`src/logic/dsa_consts.svh`:
```
// constants for the display saver and annunciator block
`ifndef DSA_CONSTS_SVH
`define DSA_CONSTS_SVH

// timing
`define DSA_CLK_MHZ 100
`define DSA_TICK_US 1000
`define DSA_IDLE_MIN 30
`define DSA_TICK_CYCLES (`DSA_TICK_US * `DSA_CLK_MHZ)
`define DSA_IDLE_TICKS (`DSA_IDLE_MIN * 60 * 1000000 / `DSA_TICK_US)

// register byte offsets
`define DSA_OFF_CTRL 8'h00
`define DSA_OFF_AMP_ACT 8'h04
`define DSA_OFF_AMP_PEND 8'h08
`define DSA_OFF_FREQ_ACT 8'h0C
`define DSA_OFF_FREQ_PEND 8'h10
`define DSA_OFF_UNITS 8'h14
`define DSA_OFF_STATUS 8'h18

// control register fields
`define DSA_CTRL_OUT_ACTIVE 0
`define DSA_CTRL_STANDBY 1
`define DSA_CTRL_ADDRESSED 2
`define DSA_CTRL_PH_LOCKED 3
`define DSA_CTRL_PH_OFFSET 4
`define DSA_CTRL_SETUP_MENU 5
`define DSA_CTRL_REMOTE 6
`define DSA_CTRL_CAL_DIAG 7
`define DSA_CTRL_ERROR_MSG 8
`define DSA_CTRL_W 9

// units register fields
`define DSA_UNITS_AMP_LSB 0
`define DSA_UNITS_FREQ_LSB 4
`define DSA_UNITS_SIGN_ACT 8
`define DSA_UNITS_SIGN_PEND 9
`define DSA_UNITS_W 10

// status register fields
`define DSA_STAT_BLANKED 0
`define DSA_STAT_UNSETTLED 1
`define DSA_STAT_SUPPRESSED 2
`define DSA_STAT_IDLE_LSB 8

// reset values
`define DSA_RST_CTRL 9'h002
`define DSA_RST_UNITS 10'h000
`define DSA_RST_DIGITS 32'h0000_0000

`endif

```
`src/logic/dsa_pkg.sv`:
```
// types shared by the display saver and annunciator block
package dsa_pkg;

  typedef enum logic [1:0] {
    DSA_SHOWN = 2'b01,
    DSA_BLANKED = 2'b10
  } dsa_saver_type;

endpackage

```
`src/logic/dsa_pin_sync.sv`:
```
// two-flop synchronisers with rising-edge detect for panel pins
`timescale 1ns/100ps
`default_nettype none

module dsa_pin_sync #(
  parameter int W = 4
) (
  input wire logic mclk,
  input wire logic reset,
  input wire logic [W-1:0] pin_in,
  output logic [W-1:0] rise
);

  typedef struct packed {
    logic [W-1:0] meta;
    logic [W-1:0] sync;
    logic [W-1:0] prev;
  } dsa_sync_state_type;

  dsa_sync_state_type s_q;
  dsa_sync_state_type s_d;

  always_comb
  begin
    s_d = s_q;
    s_d.meta = pin_in;
    s_d.sync = s_q.meta;
    s_d.prev = s_q.sync;
  end

  always_ff @(posedge mclk)
  begin
    if (reset)
    begin
      s_q <= '0;
    end
    else
    begin
      s_q <= s_d;
    end
  end

  // edge taken only from the second stage onward
  generate
    for (genvar i = 0; i < W; i++)
    begin : g_edge
      assign rise[i] = s_q.sync[i] & ~s_q.prev[i];
    end
  endgenerate

endmodule

`default_nettype wire

```
`src/logic/dsa_display_saver.sv`:
```
// display saver and output display annunciator logic with apb registers
//
// Contract
// - blank display after 30 idle minutes
// - clear-entry key restores blanked display only
// - other key or knob restores and acts
// - setup menu shown prevents blanking
// - remote control prevents blanking
// - calibration or diagnostics prevents blanking
// - shown error message prevents blanking
// - operate lit while output active
// - standby lit while in standby
// - addressed lit while bus addressed
// - phase lock lit while locked to reference
// - phase offset lit while offset programmed
// - unsettled lit from change until settled
// - amplitude eight digits, sign, pending in standby
// - frequency five digits, pending in standby
// - four unit indicators per display line
//
// The APB interface to the registers and the placing of the registers were decided locally.
`timescale 1ns/100ps
`default_nettype none
`include "dsa_consts.svh"

module dsa_display_saver #(
  parameter int TICK_CYCLES = `DSA_TICK_CYCLES,
  parameter int IDLE_TICKS = `DSA_IDLE_TICKS,
  parameter int AMP_DIGITS = 8,
  parameter int FREQ_DIGITS = 5,
  parameter int UNIT_LAMPS = 4
) (
  input wire logic mclk,
  input wire logic reset,
  // apb slave
  input wire logic psel,
  input wire logic penable,
  input wire logic pwrite,
  input wire logic [7:0] paddr,
  input wire logic [31:0] pwdata,
  output logic [31:0] prdata,
  output logic pready,
  output logic pslverr,
  // front panel pins
  input wire logic clear_entry_key,
  input wire logic command_key,
  input wire logic knob_step,
  input wire logic output_settled,
  // events passed on to the command logic
  output logic clear_entry_evt,
  output logic command_key_evt,
  output logic knob_evt,
  // control display
  output logic control_display_blank,
  // output display annunciators
  output logic operate_indicator,
  output logic standby_indicator,
  output logic addressed_indicator,
  output logic phase_locked_indicator,
  output logic phase_offset_indicator,
  output logic unsettled_indicator,
  // output display lines
  output logic [4*AMP_DIGITS-1:0] amp_digits,
  output logic amp_sign,
  output logic [UNIT_LAMPS-1:0] amp_units,
  output logic [4*FREQ_DIGITS-1:0] freq_digits,
  output logic [UNIT_LAMPS-1:0] freq_units
);
  import dsa_pkg::*;

  ////////////////////////////////////////////////////////////////////////////
  // state

  typedef struct packed {
    dsa_saver_type saver;
    logic [31:0] tick_cnt;
    logic tick;
    logic [31:0] idle_cnt;
    logic [`DSA_CTRL_W-1:0] ctrl;
    logic [4*AMP_DIGITS-1:0] amp_act;
    logic [4*AMP_DIGITS-1:0] amp_pend;
    logic [4*FREQ_DIGITS-1:0] freq_act;
    logic [4*FREQ_DIGITS-1:0] freq_pend;
    logic [`DSA_UNITS_W-1:0] units;
    logic unsettled;
    logic [31:0] prdata;
    logic pready;
    logic pslverr;
    logic ce_evt;
    logic cmd_evt;
    logic knob_evt;
    logic blank;
    logic ind_operate;
    logic ind_standby;
    logic ind_addr;
    logic ind_lock;
    logic ind_offset;
    logic [4*AMP_DIGITS-1:0] amp_disp;
    logic amp_sign;
    logic [UNIT_LAMPS-1:0] amp_unit;
    logic [4*FREQ_DIGITS-1:0] freq_disp;
    logic [UNIT_LAMPS-1:0] freq_unit;
  } dsa_state_type;

  dsa_state_type s_q;
  dsa_state_type s_d;

  logic [3:0] pin_rise;
  logic ce_rise;
  logic cmd_rise;
  logic knob_rise;
  logic settle_rise;
  logic activity;
  logic suppress;
  logic apb_setup;
  logic apb_write;
  logic out_change;

  ////////////////////////////////////////////////////////////////////////////
  // panel pin synchronisers

  dsa_pin_sync #(
    .W(4)
  ) u_sync (
    .mclk(mclk),
    .reset(reset),
    .pin_in({output_settled, knob_step, command_key, clear_entry_key}),
    .rise(pin_rise)
  );

  assign ce_rise = pin_rise[0];
  assign cmd_rise = pin_rise[1];
  assign knob_rise = pin_rise[2];
  assign settle_rise = pin_rise[3];

  ////////////////////////////////////////////////////////////////////////////
  // next state

  always_comb
  begin
    s_d = s_q;
    s_d.ce_evt = 1'b0;
    s_d.cmd_evt = 1'b0;
    s_d.knob_evt = 1'b0;
    out_change = 1'b0;

    activity = ce_rise | cmd_rise | knob_rise;
    suppress = s_q.ctrl[`DSA_CTRL_SETUP_MENU]
      | s_q.ctrl[`DSA_CTRL_REMOTE]
      | s_q.ctrl[`DSA_CTRL_CAL_DIAG]
      | s_q.ctrl[`DSA_CTRL_ERROR_MSG];

    // apb: one wait cycle, answer registered in the first access cycle
    apb_setup = psel & penable & ~s_q.pready;
    apb_write = psel & penable & s_q.pready & pwrite & ~s_q.pslverr;
    s_d.pready = apb_setup;
    if (apb_setup)
    begin
      s_d.pslverr = 1'b0;
      s_d.prdata = 32'h0000_0000;
      case (paddr)
        `DSA_OFF_CTRL: s_d.prdata[`DSA_CTRL_W-1:0] = s_q.ctrl;
        `DSA_OFF_AMP_ACT: s_d.prdata[4*AMP_DIGITS-1:0] = s_q.amp_act;
        `DSA_OFF_AMP_PEND: s_d.prdata[4*AMP_DIGITS-1:0] = s_q.amp_pend;
        `DSA_OFF_FREQ_ACT: s_d.prdata[4*FREQ_DIGITS-1:0] = s_q.freq_act;
        `DSA_OFF_FREQ_PEND: s_d.prdata[4*FREQ_DIGITS-1:0] = s_q.freq_pend;
        `DSA_OFF_UNITS: s_d.prdata[`DSA_UNITS_W-1:0] = s_q.units;
        `DSA_OFF_STATUS:
        begin
          s_d.prdata[`DSA_STAT_BLANKED] = s_q.blank;
          s_d.prdata[`DSA_STAT_UNSETTLED] = s_q.unsettled;
          s_d.prdata[`DSA_STAT_SUPPRESSED] = suppress;
          s_d.prdata[31:`DSA_STAT_IDLE_LSB] = s_q.idle_cnt[23:0];
        end
        default: s_d.pslverr = 1'b1;
      endcase
    end
    else
    begin
      // error flag stands only with pready
      s_d.pslverr = 1'b0;
    end

    if (apb_write)
    begin
      case (paddr)
        `DSA_OFF_CTRL:
        begin
          s_d.ctrl = pwdata[`DSA_CTRL_W-1:0];
          out_change = (pwdata[`DSA_CTRL_OUT_ACTIVE] != s_q.ctrl[`DSA_CTRL_OUT_ACTIVE])
            | (pwdata[`DSA_CTRL_STANDBY] != s_q.ctrl[`DSA_CTRL_STANDBY]);
        end
        `DSA_OFF_AMP_ACT:
        begin
          s_d.amp_act = pwdata[4*AMP_DIGITS-1:0];
          out_change = 1'b1;
        end
        `DSA_OFF_AMP_PEND: s_d.amp_pend = pwdata[4*AMP_DIGITS-1:0];
        `DSA_OFF_FREQ_ACT:
        begin
          s_d.freq_act = pwdata[4*FREQ_DIGITS-1:0];
          out_change = 1'b1;
        end
        `DSA_OFF_FREQ_PEND: s_d.freq_pend = pwdata[4*FREQ_DIGITS-1:0];
        `DSA_OFF_UNITS:
        begin
          s_d.units = pwdata[`DSA_UNITS_W-1:0];
          out_change = 1'b1;
        end
        default: ;
      endcase
    end

    // millisecond enable
    if (s_q.tick_cnt >= 32'(TICK_CYCLES - 1))
    begin
      s_d.tick_cnt = 32'h0000_0000;
      s_d.tick = 1'b1;
    end
    else
    begin
      s_d.tick_cnt = s_q.tick_cnt + 32'h0000_0001;
      s_d.tick = 1'b0;
    end

    // idle timer
    if (activity)
    begin
      s_d.idle_cnt = 32'h0000_0000;
    end
    else if (suppress)
    begin
      s_d.idle_cnt = 32'h0000_0000;
    end
    else if (s_q.tick && s_q.idle_cnt < 32'(IDLE_TICKS))
    begin
      s_d.idle_cnt = s_q.idle_cnt + 32'h0000_0001;
    end

    // saver state machine
    case (s_q.saver)
      DSA_SHOWN:
      begin
        if (!activity && !suppress && s_q.idle_cnt >= 32'(IDLE_TICKS))
        begin
          s_d.saver = DSA_BLANKED;
        end
      end
      DSA_BLANKED:
      begin
        if (activity || suppress)
        begin
          s_d.saver = DSA_SHOWN;
        end
      end
      default: s_d.saver = DSA_SHOWN;
    endcase
    s_d.blank = (s_d.saver == DSA_BLANKED);

    // clear-entry only wakes a blank display; others always pass on
    s_d.ce_evt = ce_rise & (s_q.saver == DSA_SHOWN);
    s_d.cmd_evt = cmd_rise;
    s_d.knob_evt = knob_rise;

    // unsettled: set on output change, cleared by settle edge; set wins
    if (settle_rise)
    begin
      s_d.unsettled = 1'b0;
    end
    if (out_change)
    begin
      s_d.unsettled = 1'b1;
    end

    // annunciators
    s_d.ind_operate = s_q.ctrl[`DSA_CTRL_OUT_ACTIVE];
    s_d.ind_standby = s_q.ctrl[`DSA_CTRL_STANDBY];
    s_d.ind_addr = s_q.ctrl[`DSA_CTRL_ADDRESSED];
    s_d.ind_lock = s_q.ctrl[`DSA_CTRL_PH_LOCKED];
    s_d.ind_offset = s_q.ctrl[`DSA_CTRL_PH_OFFSET];

    // output display lines show pending values in standby
    if (s_q.ctrl[`DSA_CTRL_STANDBY])
    begin
      s_d.amp_disp = s_q.amp_pend;
      s_d.amp_sign = s_q.units[`DSA_UNITS_SIGN_PEND];
      s_d.freq_disp = s_q.freq_pend;
    end
    else
    begin
      s_d.amp_disp = s_q.amp_act;
      s_d.amp_sign = s_q.units[`DSA_UNITS_SIGN_ACT];
      s_d.freq_disp = s_q.freq_act;
    end
    s_d.amp_unit = s_q.units[`DSA_UNITS_AMP_LSB +: UNIT_LAMPS];
    s_d.freq_unit = s_q.units[`DSA_UNITS_FREQ_LSB +: UNIT_LAMPS];
  end

  ////////////////////////////////////////////////////////////////////////////
  // state register

  always_ff @(posedge mclk)
  begin
    if (reset)
    begin
      s_q <= '0;
      s_q.saver <= DSA_SHOWN;
      s_q.ctrl <= `DSA_RST_CTRL;
      s_q.units <= `DSA_RST_UNITS;
      s_q.ind_standby <= 1'b1;
    end
    else
    begin
      s_q <= s_d;
    end
  end

  ////////////////////////////////////////////////////////////////////////////
  // outputs

  assign prdata = s_q.prdata;
  assign pready = s_q.pready;
  assign pslverr = s_q.pslverr;
  assign clear_entry_evt = s_q.ce_evt;
  assign command_key_evt = s_q.cmd_evt;
  assign knob_evt = s_q.knob_evt;
  assign control_display_blank = s_q.blank;
  assign operate_indicator = s_q.ind_operate;
  assign standby_indicator = s_q.ind_standby;
  assign addressed_indicator = s_q.ind_addr;
  assign phase_locked_indicator = s_q.ind_lock;
  assign phase_offset_indicator = s_q.ind_offset;
  assign unsettled_indicator = s_q.unsettled;
  assign amp_digits = s_q.amp_disp;
  assign amp_sign = s_q.amp_sign;
  assign amp_units = s_q.amp_unit;
  assign freq_digits = s_q.freq_disp;
  assign freq_units = s_q.freq_unit;

endmodule

`default_nettype wire

```
`config.mk`:
```
export PLATFORM = sky130hd
export DESIGN_NAME = dsa_display_saver
export DESIGN_NICKNAME = d
export VERILOG_FILES = /design/src/logic/dsa_pkg.sv /design/src/logic/dsa_pin_sync.sv /design/src/logic/dsa_display_saver.sv
export VERILOG_INCLUDE_DIRS = /design/src /design/src/logic
export SDC_FILE = /design/constraint.sdc
export NUM_CORES = 1
export LEC_CHECK = 0
export BUFFER_PORTS_ARGS = -buffer_cell sky130_fd_sc_hd__buf_2
export CORE_MARGIN = 2
export CORE_UTILIZATION = 30
export DETAILED_ROUTE_END_ITERATION = 10
export GPL_TIMING_DRIVEN = 0
export PLACE_DENSITY_LB_ADDON = 0.1
export SYNTH_ARGS = -nofsm -noshare
export SYNTH_HDL_FRONTEND = slang
export SYNTH_SLANG_ARGS = --single-unit
export TNS_END_PERCENT = 10
```
`constraint.sdc`:
```
create_clock -name mclk -period 6 [get_ports mclk]
set_clock_uncertainty 0.1 [all_clocks]
set_input_delay 0.3 -clock mclk [delete_from_list [all_inputs] [get_ports mclk]]
set_output_delay 0.3 -clock mclk [all_outputs]
set_load 0.05 [all_outputs]
```
-- Word-level counts from Yosys, hierarchy flattened
Index checks and enable logic that the tools add are counted.
- bits in registers: 307
- bits of input ports: 49
- output and inout port bits: 105
- add/sub/neg operators: 2
- order comparisons: 3
- equality and inequality tests: 11
- multiplexer cells: 17
- bitwise operators: 23
- reductions and logical operators: 19
- operator list (operator ; count):
    adder 32 x 1 -> 32 bit (second input constant) ; 2
    one-hot mux 10 bit (5 select lines) ; 1
    one-hot mux 12 bit (3 select lines) ; 1
    2-to-1 mux 33 bit ; 1
    greater-or-equal comparator 32 x 17 -> 1 bit (second input constant) ; 1
    greater-or-equal comparator 32 x 21 -> 1 bit (second input constant) ; 1
    < comparator 32 x 21 -> 1 bit (second input constant) ; 1
    one-hot mux 5 bit (6 select lines) ; 1
    == test 8 x 5 -> 1 bit (second input constant) ; 3
    one-hot mux 3 bit (7 select lines) ; 1
    2-to-1 mux 20 bit ; 1
    == test 8 x 4 -> 1 bit (second input constant) ; 2
    AND reduction 2 bit ; 6
    bitwise AND 1 bit ; 10
    == test 8 x 3 -> 1 bit (second input constant) ; 1
    logical NOT 8 bit ; 1
    NOT 1 bit ; 7
    one-hot mux 1 bit (7 select lines) ; 1
    OR reduction 7 bit ; 1
    bitwise OR 1 bit ; 6
    one-hot mux 1 bit (6 select lines) ; 1
    OR reduction 3 bit ; 2
    2-to-1 mux 1 bit ; 5
    == test 2 bit (second input constant) ; 2
    other kinds (10) ; 16

-- Depth between registers and ports, before layout
Gate-level depths: netlist of the first run.
- depth in word-level cells: 10
- gate-level depth with buffers: 9
- depth with buffers taken out: 6

-- By module
A second synthesis of the first run with hierarchy kept.
- cells, all modules: 1394
- area, all modules: 12643.4 um^2
- modules (own cells, without submodules) (module ; times used ; cells an instance ; area each (um^2)):
    dsa_display_saver ; 1 ; 1365 ; 12251.8
    dsa_pin_sync ; 1 ; 29 ; 391.6

-- Least setup slack after synthesis of the first run
No wires, ideal clock.
- kind: reg-to-reg
- start: reg s_q, in the netlist pready
- end: reg s_q, in the netlist s_d[64]
- setup time: 0.120 ns
- data arrival time: 1.939 ns
- path slack: 3.842 ns
- cell stages (with the launch flop): 6
- cells stage by stage: dfxtp_1 > nand2_1 > nor3_1 > clkbuf_1 > nand2_2 > a211o_1
- cells in the longest elaborated chain, start to end: 4
- RTL lines (element ; line ; source):
    from (decl) ; dsa_display_saver.sv:105 ; dsa_state_type s_q;
    bitwise AND 1 bit (3 in a row) ; dsa_display_saver.sv:155 ; apb_write = psel & penable & s_q.pready & pwrite & ~s_q.pslverr;
    AND reduction 2 bit (no line) ; -- ;
Every way passes these cells.
A chain may end at the register's enable or synchronous reset.

-- Worst setup path after layout of the first run
Ends and elaborated chain as after synthesis.

==> metrics.cfg, run 1 <==
[run]
drv_cap=0

[layout]
final_common_cell=dfxtp_1
diodes=0
drive_gt1_share_pct=21.7
stdcell_count=2267
nets=1756
synthToLayoutAreaGrowth_pct=23.5
layout_common_cells=307 x dfxtp_1, 257 x nand2_1, 182 x buf_2, 143 x nor2_1, 132 x a21oi_1

[floorplan]
dieArea_um2=44700
fp.dieH_um=211
rows=75
initial_core_util_pct=30.5
num_io_pins=154
dieWidth_um=211
coreArea_um2=42200

[global_route]
antenna_found_initial=1
grt_pass1_wl_um=67900
grt_pass1_vias=10800
track_usage_pct=20.6
overflow=0
grt_max_degree=13

[clock_network]
numClockSinks=307
ctsResizeCount=0
clock_path_buffers=3
root_buffer=clkbuf_16
cts_htree_levels=2
cts_buffers=36
postCtsHoldBufs=36
clk_latency_ps=550
postCtsSetupRepairBufs=0
cts_tree=built
clk_pin_slew_worst_paths_ps=60

[yosys]
postSynthAreaPerCell_um2=8.81
synthFlopType=dfxtp_1
yosysWarnings=0
yosysSeqAreaShare_pct=47.6
synth_area_um2=12900
synth_seq_cells=307
synth-edff-count=0
ys_async_sr_fraction_pct=0
synthCells=1464
synth_cell_type_count=73

[sta]
rsz0062_at_grt=false
fmax_mhz=332
hold_ws_ps=69.4
relSlewSlack_pct=16.9
worst_pin_slew_ps=1240
final_hold_viol_count=0
min_period_over_period_pct=50.2
maxSlewViolCount=0
tns_ps=0
setup_ws_ps=2990
period_needed_ps=3010
finalSetupViolCount=0

[worst_setup_path]
crit_type=flop to flop
r2r_setup_slack_ps=2990
path_cells=nand2_1 -> nor3_1 -> clkbuf_1 -> nand2_2 -> a211o_1
r2r-end=s_d[64]$_SDFFE_PP1P_
arrival_ps=3350
crit_family=simple AND/OR/NAND/NOR gates
required_ps=6340
crit_fanout=10
cp-start-kind=flop
end_kind=flop
path_buf_inv=1
rr_startpoint=pready$_SDFF_PP0_
critPathSlowestCell=nor3_1
max_stage_delay_ps=960
worst_r2r_path_depth=5

[worst_hold_path]
min_to=s_q[187]$_SDFFE_PP0P_
holdPathStages=3
hp-start=pwdata[0]
min_path_type=input pin to flop

[placement]
gp_routability_congestion=0.839
dp_slack_ps=3090
dp.cells=2167
port_buffers=150
dp_hpwl_um=32400

[outcome]
status=complete, no violations

[routing]
drc=0
drt-pass1-iter-count=5
wl_per_cell_um=20.2
route.vias.total=11200
vias_per_cell=4.93
drt_iter0_drc=812
ant_nets=0
routed_wl_um=45800

[power]
p_leak_nw=6.52
design_power_total_w=0.00455
pwr_density_cell_nw_per_um2=286
peakVddDrop_uv=185

where the power goes:
part           switching [W]  internal, W  leakage (nW)  total (W)
Sequential         0.0000109      0.00206          2.48    0.00207
Combinational       0.000169    0.0000735          3.46   0.000243
Clock               0.000906      0.00133         0.580    0.00224
Total                0.00109      0.00346          6.52    0.00455
area by class of cell:
type	count	area, µm²
tap	539	674
buffer	185	1130
sequential	307	6150
inverter	17	63.8
timing repair buffer	186	1110
fill	4368	26300
multi-input combinational	969	5610
clock buffer	54	1080
clock inverter	10	115
kinds of logic after synthesis:
logic type               count (synthesis)  share of synthesized area [%]
AND/OR/NAND/NOR                        569                           20.7
flip-flops                             307                           47.6
AO/OA/AOI/OAI                          269                           13.4
buffers and inverters                  202                           9.27
multiplexers                            88                           6.90
XOR/XNOR                                23                           1.56
adder cells (fa/ha/maj)                  5                          0.485
other                                    1                         0.0291
metal layers:
metal	track usage (%)	wire length, µm
met3	4.45	3170
met1	28.3	21200
met5	0	16
met4	6.31	1200
met2	32.2	20200
cells in the mapped netlist (3+ instances only):
master     number  area [µm²]
dfxtp_1       307        6150
nand2_1       257         965
nor2_1        143         537
a21oi_1       132         661
buf_4         100         751
mux2i_1        81         811
clkbuf_1       45         169
nand3_1        34         170
buf_2          32         160
a22oi_1        25         188
nor2b_1        25         156
o21ai_0        20         100
inv_1          16        60.1
nor3_1         16        80.1
a211oi_1       15         113
and2_1         15        93.8
o2bb2ai_1      15         131
nand4_1        14        87.6
xnor2_1        13         114
a221oi_1       10        87.6
xor2_1         10        87.6
nor4_1          9        56.3
or3_1           8        50.1
and3_1          7        43.8
mux2_2          7        78.8
a32oi_1         6        52.6
o22ai_1         6        37.5
a211o_1         5        43.8
a32o_1          5        50.1
buf_1           5        18.8
ha_1            5        62.6
o21ai_1         5        25.0
or4_1           5        37.5
a2111oi_0       4        35.0
nand2b_1        4        25.0
buf_6           3        33.8
nand3b_1        3        22.5
nor2_2          3        18.8
nor3_4          3        48.8
o31ai_1         3        22.5
per-stage QoR:
stage                     utilization, %  instance area [µm²]
after floorplan                        -                13000
after global placement              34.0                14400
after detailed placement            34.0                14400
after CTS                           37.7                15900
after global routing                37.7                15900
final                               37.7                15900
worst max-delay path by stage:
stage                     cells past startpoint                    to               from  slack, ps
after detailed placement                      6  s_d[64]$_SDFFE_PP1P_               psel       3090
after CTS                                     5  s_d[64]$_SDFFE_PP1P_  pready$_SDFF_PP0_       3090
final                                         5  s_d[64]$_SDFFE_PP1P_  pready$_SDFF_PP0_       2990
after global routing                          5  s_d[64]$_SDFFE_PP1P_  pready$_SDFF_PP0_       2930
after floorplan                               5  s_d[64]$_SDFFE_PP1P_  pready$_SDFF_PP0_       3840
after global placement                        6  s_d[64]$_SDFFE_PP1P_               psel       3080
tightest hold or removal path: cells and delay by family:
family,cells,cell delay [ps]
compound gates,1,50
buf+inv,1,210
simple gates,1,110
flip-flops by register name (all words and copies together) (netlist names), 4 cells and up:
register and flops:
amp_digits 32, amp_units 4, freq_digits 20, freq_units 4, prdata 32, s_d 13, s_q 177, u_sync.s_d 8
u_sync.s_q 4
Power figures use the tool's default switching activity.
==> run 2, diff against run 1 <==
- clock period: 6 -> 3.15 ns (I/O delays scaled with it)
==> metrics.cfg, run 2 (same netlist as run 1, synthesis figures left out) <==
[global_route]
grt_max_degree=13
track_usage_pct=20.6
grt_pass1_vias=10800
overflow=0
grt_pass1_wl_um=67900
antenna_found_initial=1

[sta]
final_hold_viol_count=0
worst_pin_slew_ps=1290
fmax_mhz=328
maxSlewViolCount=0
tns_ps=0
period_needed_ps=3040
finalSetupViolCount=0
rsz0062_at_grt=false
setup_ws_ps=105
min_period_over_period_pct=96.7
hold_ws_ps=123
relSlewSlack_pct=13.0

[routing]
vias_per_cell=4.91
drc=0
ant_nets=0
routed_wl_um=45800
wl_per_cell_um=20.2
drt-pass1-iter-count=6
route.vias.total=11100
drt_iter0_drc=762

[placement]
dp_hpwl_um=32400
placed_cell_area_um2=14400
gp_routability_congestion=0.839
dp_slack_ps=277
port_buffers=150

[worst_setup_path]
critPathSlowestCell=nor3_1
path_buf_inv=1
crit_fanout=10
path_cells=nand2_1 -> nor3_1 -> clkbuf_1 -> nand2_2 -> a211o_1
crit_start=pready$_SDFF_PP0_
cp-start-kind=flop
end_kind=flop
max_stage_delay_ps=1000
r2r_setup_slack_ps=110
arrival_ps=3380
rr_startpoint=pready$_SDFF_PP0_
path_depth=5
crit_type=flop to flop
required_ps=3490
worst_r2r_path_depth=5
crit_family=simple AND/OR/NAND/NOR gates

[layout]
largest_register=s_q
layout_common_cells=307 x dfxtp_1, 257 x nand2_1, 182 x buf_2, 143 x nor2_1, 132 x a21oi_1
final_area_um2=16000
largest_reg_flops=177
drive_gt1_share_pct=21.7
final_common_cell=dfxtp_1
synthToLayoutAreaGrowth_pct=23.7
nets=1758

[floorplan]
dieArea_um2=44700
num_io_pins=154
initial_core_util_pct=30.5
fp.dieH_um=211
rows=75
coreArea_um2=42200
dieWidth_um=211

[clock_network]
cts_tree=built
clk_latency_ps=560
clk_pin_slew_worst_paths_ps=60
root_buffer=clkbuf_16
clock_path_buffers=3
cts_buffers=36
postCtsSetupRepairBufs=0
ctsResizeCount=0
numClockSinks=307
postCtsHoldBufs=38
cts_htree_levels=2

[run]
drv_cap=0

[worst_hold_path]
hp-start=paddr[0]
holdPathStages=4
min_path_type=input pin to flop

[power]
p_int_w=0.00660
peakVddDrop_uv=352
p_leak_nw=6.53
power.share.clock_pct=49.2
swShare_pct=23.9
pwr_density_cell_nw_per_um2=543
design_power_total_w=0.00867
seq_power_share_pct=45.4
combPwrFrac_pct=5.4
switching_power_w=0.00207

[outcome]
status=complete, no violations

run 2: cell type report:
type | count | area [µm²]
repair buffers | 188 | 1130
flip-flops and latches | 307 | 6150
plain buffers | 185 | 1130
clock inverters | 10 | 115
clock buffers | 54 | 1080
multi-input cells | 969 | 5610
inverters | 17 | 63.8
well taps | 539 | 674
diodes | 2 | 5.00
fillers | 4368 | 26300
run 2: worst reg2reg max path, cell delays in order, from the launching register on:
cell and delay [ps]:
dfxtp_1 420, nand2_1 150, nor3_1 1000, clkbuf_1 560
nand2_2 340, a211o_1 360
run 2: layer usage:
metal  wire (µm)  GRT usage, %
met1       21400          28.3
met2       20400          32.2
met3        3030          4.38
met4        1020          6.31
met5           0             0
run 2: through the flow:
stage,util (%),instances
6_report,37.8,2271
5_1_grt,37.8,2270
4_1_cts,37.8,2269
3_5_place_dp,34.0,2167
3_3_place_gp,34.0,2167
2_1_floorplan,-,1478
run 2: power groups by stage:
stage               Clock, W  Sequential [W]  Combinational, W
floorplan                  0         0.00402          0.000235
global placement           0         0.00402          0.000425
detailed placement         0         0.00402          0.000426
CTS                  0.00436         0.00394          0.000465
global route         0.00453         0.00394          0.000496
finish               0.00427         0.00394          0.000465
run 2: worst paths after layout:
| check | end |
|---|---|
| setup / recovery | s_d[64]$_SDFFE_PP1P_ |
| setup reg to reg | s_d[64]$_SDFFE_PP1P_ |
| hold / removal | prdata[6]$_SDFFE_PP0P_ |
| hold reg to reg | knob_evt$_SDFF_PP0_ |
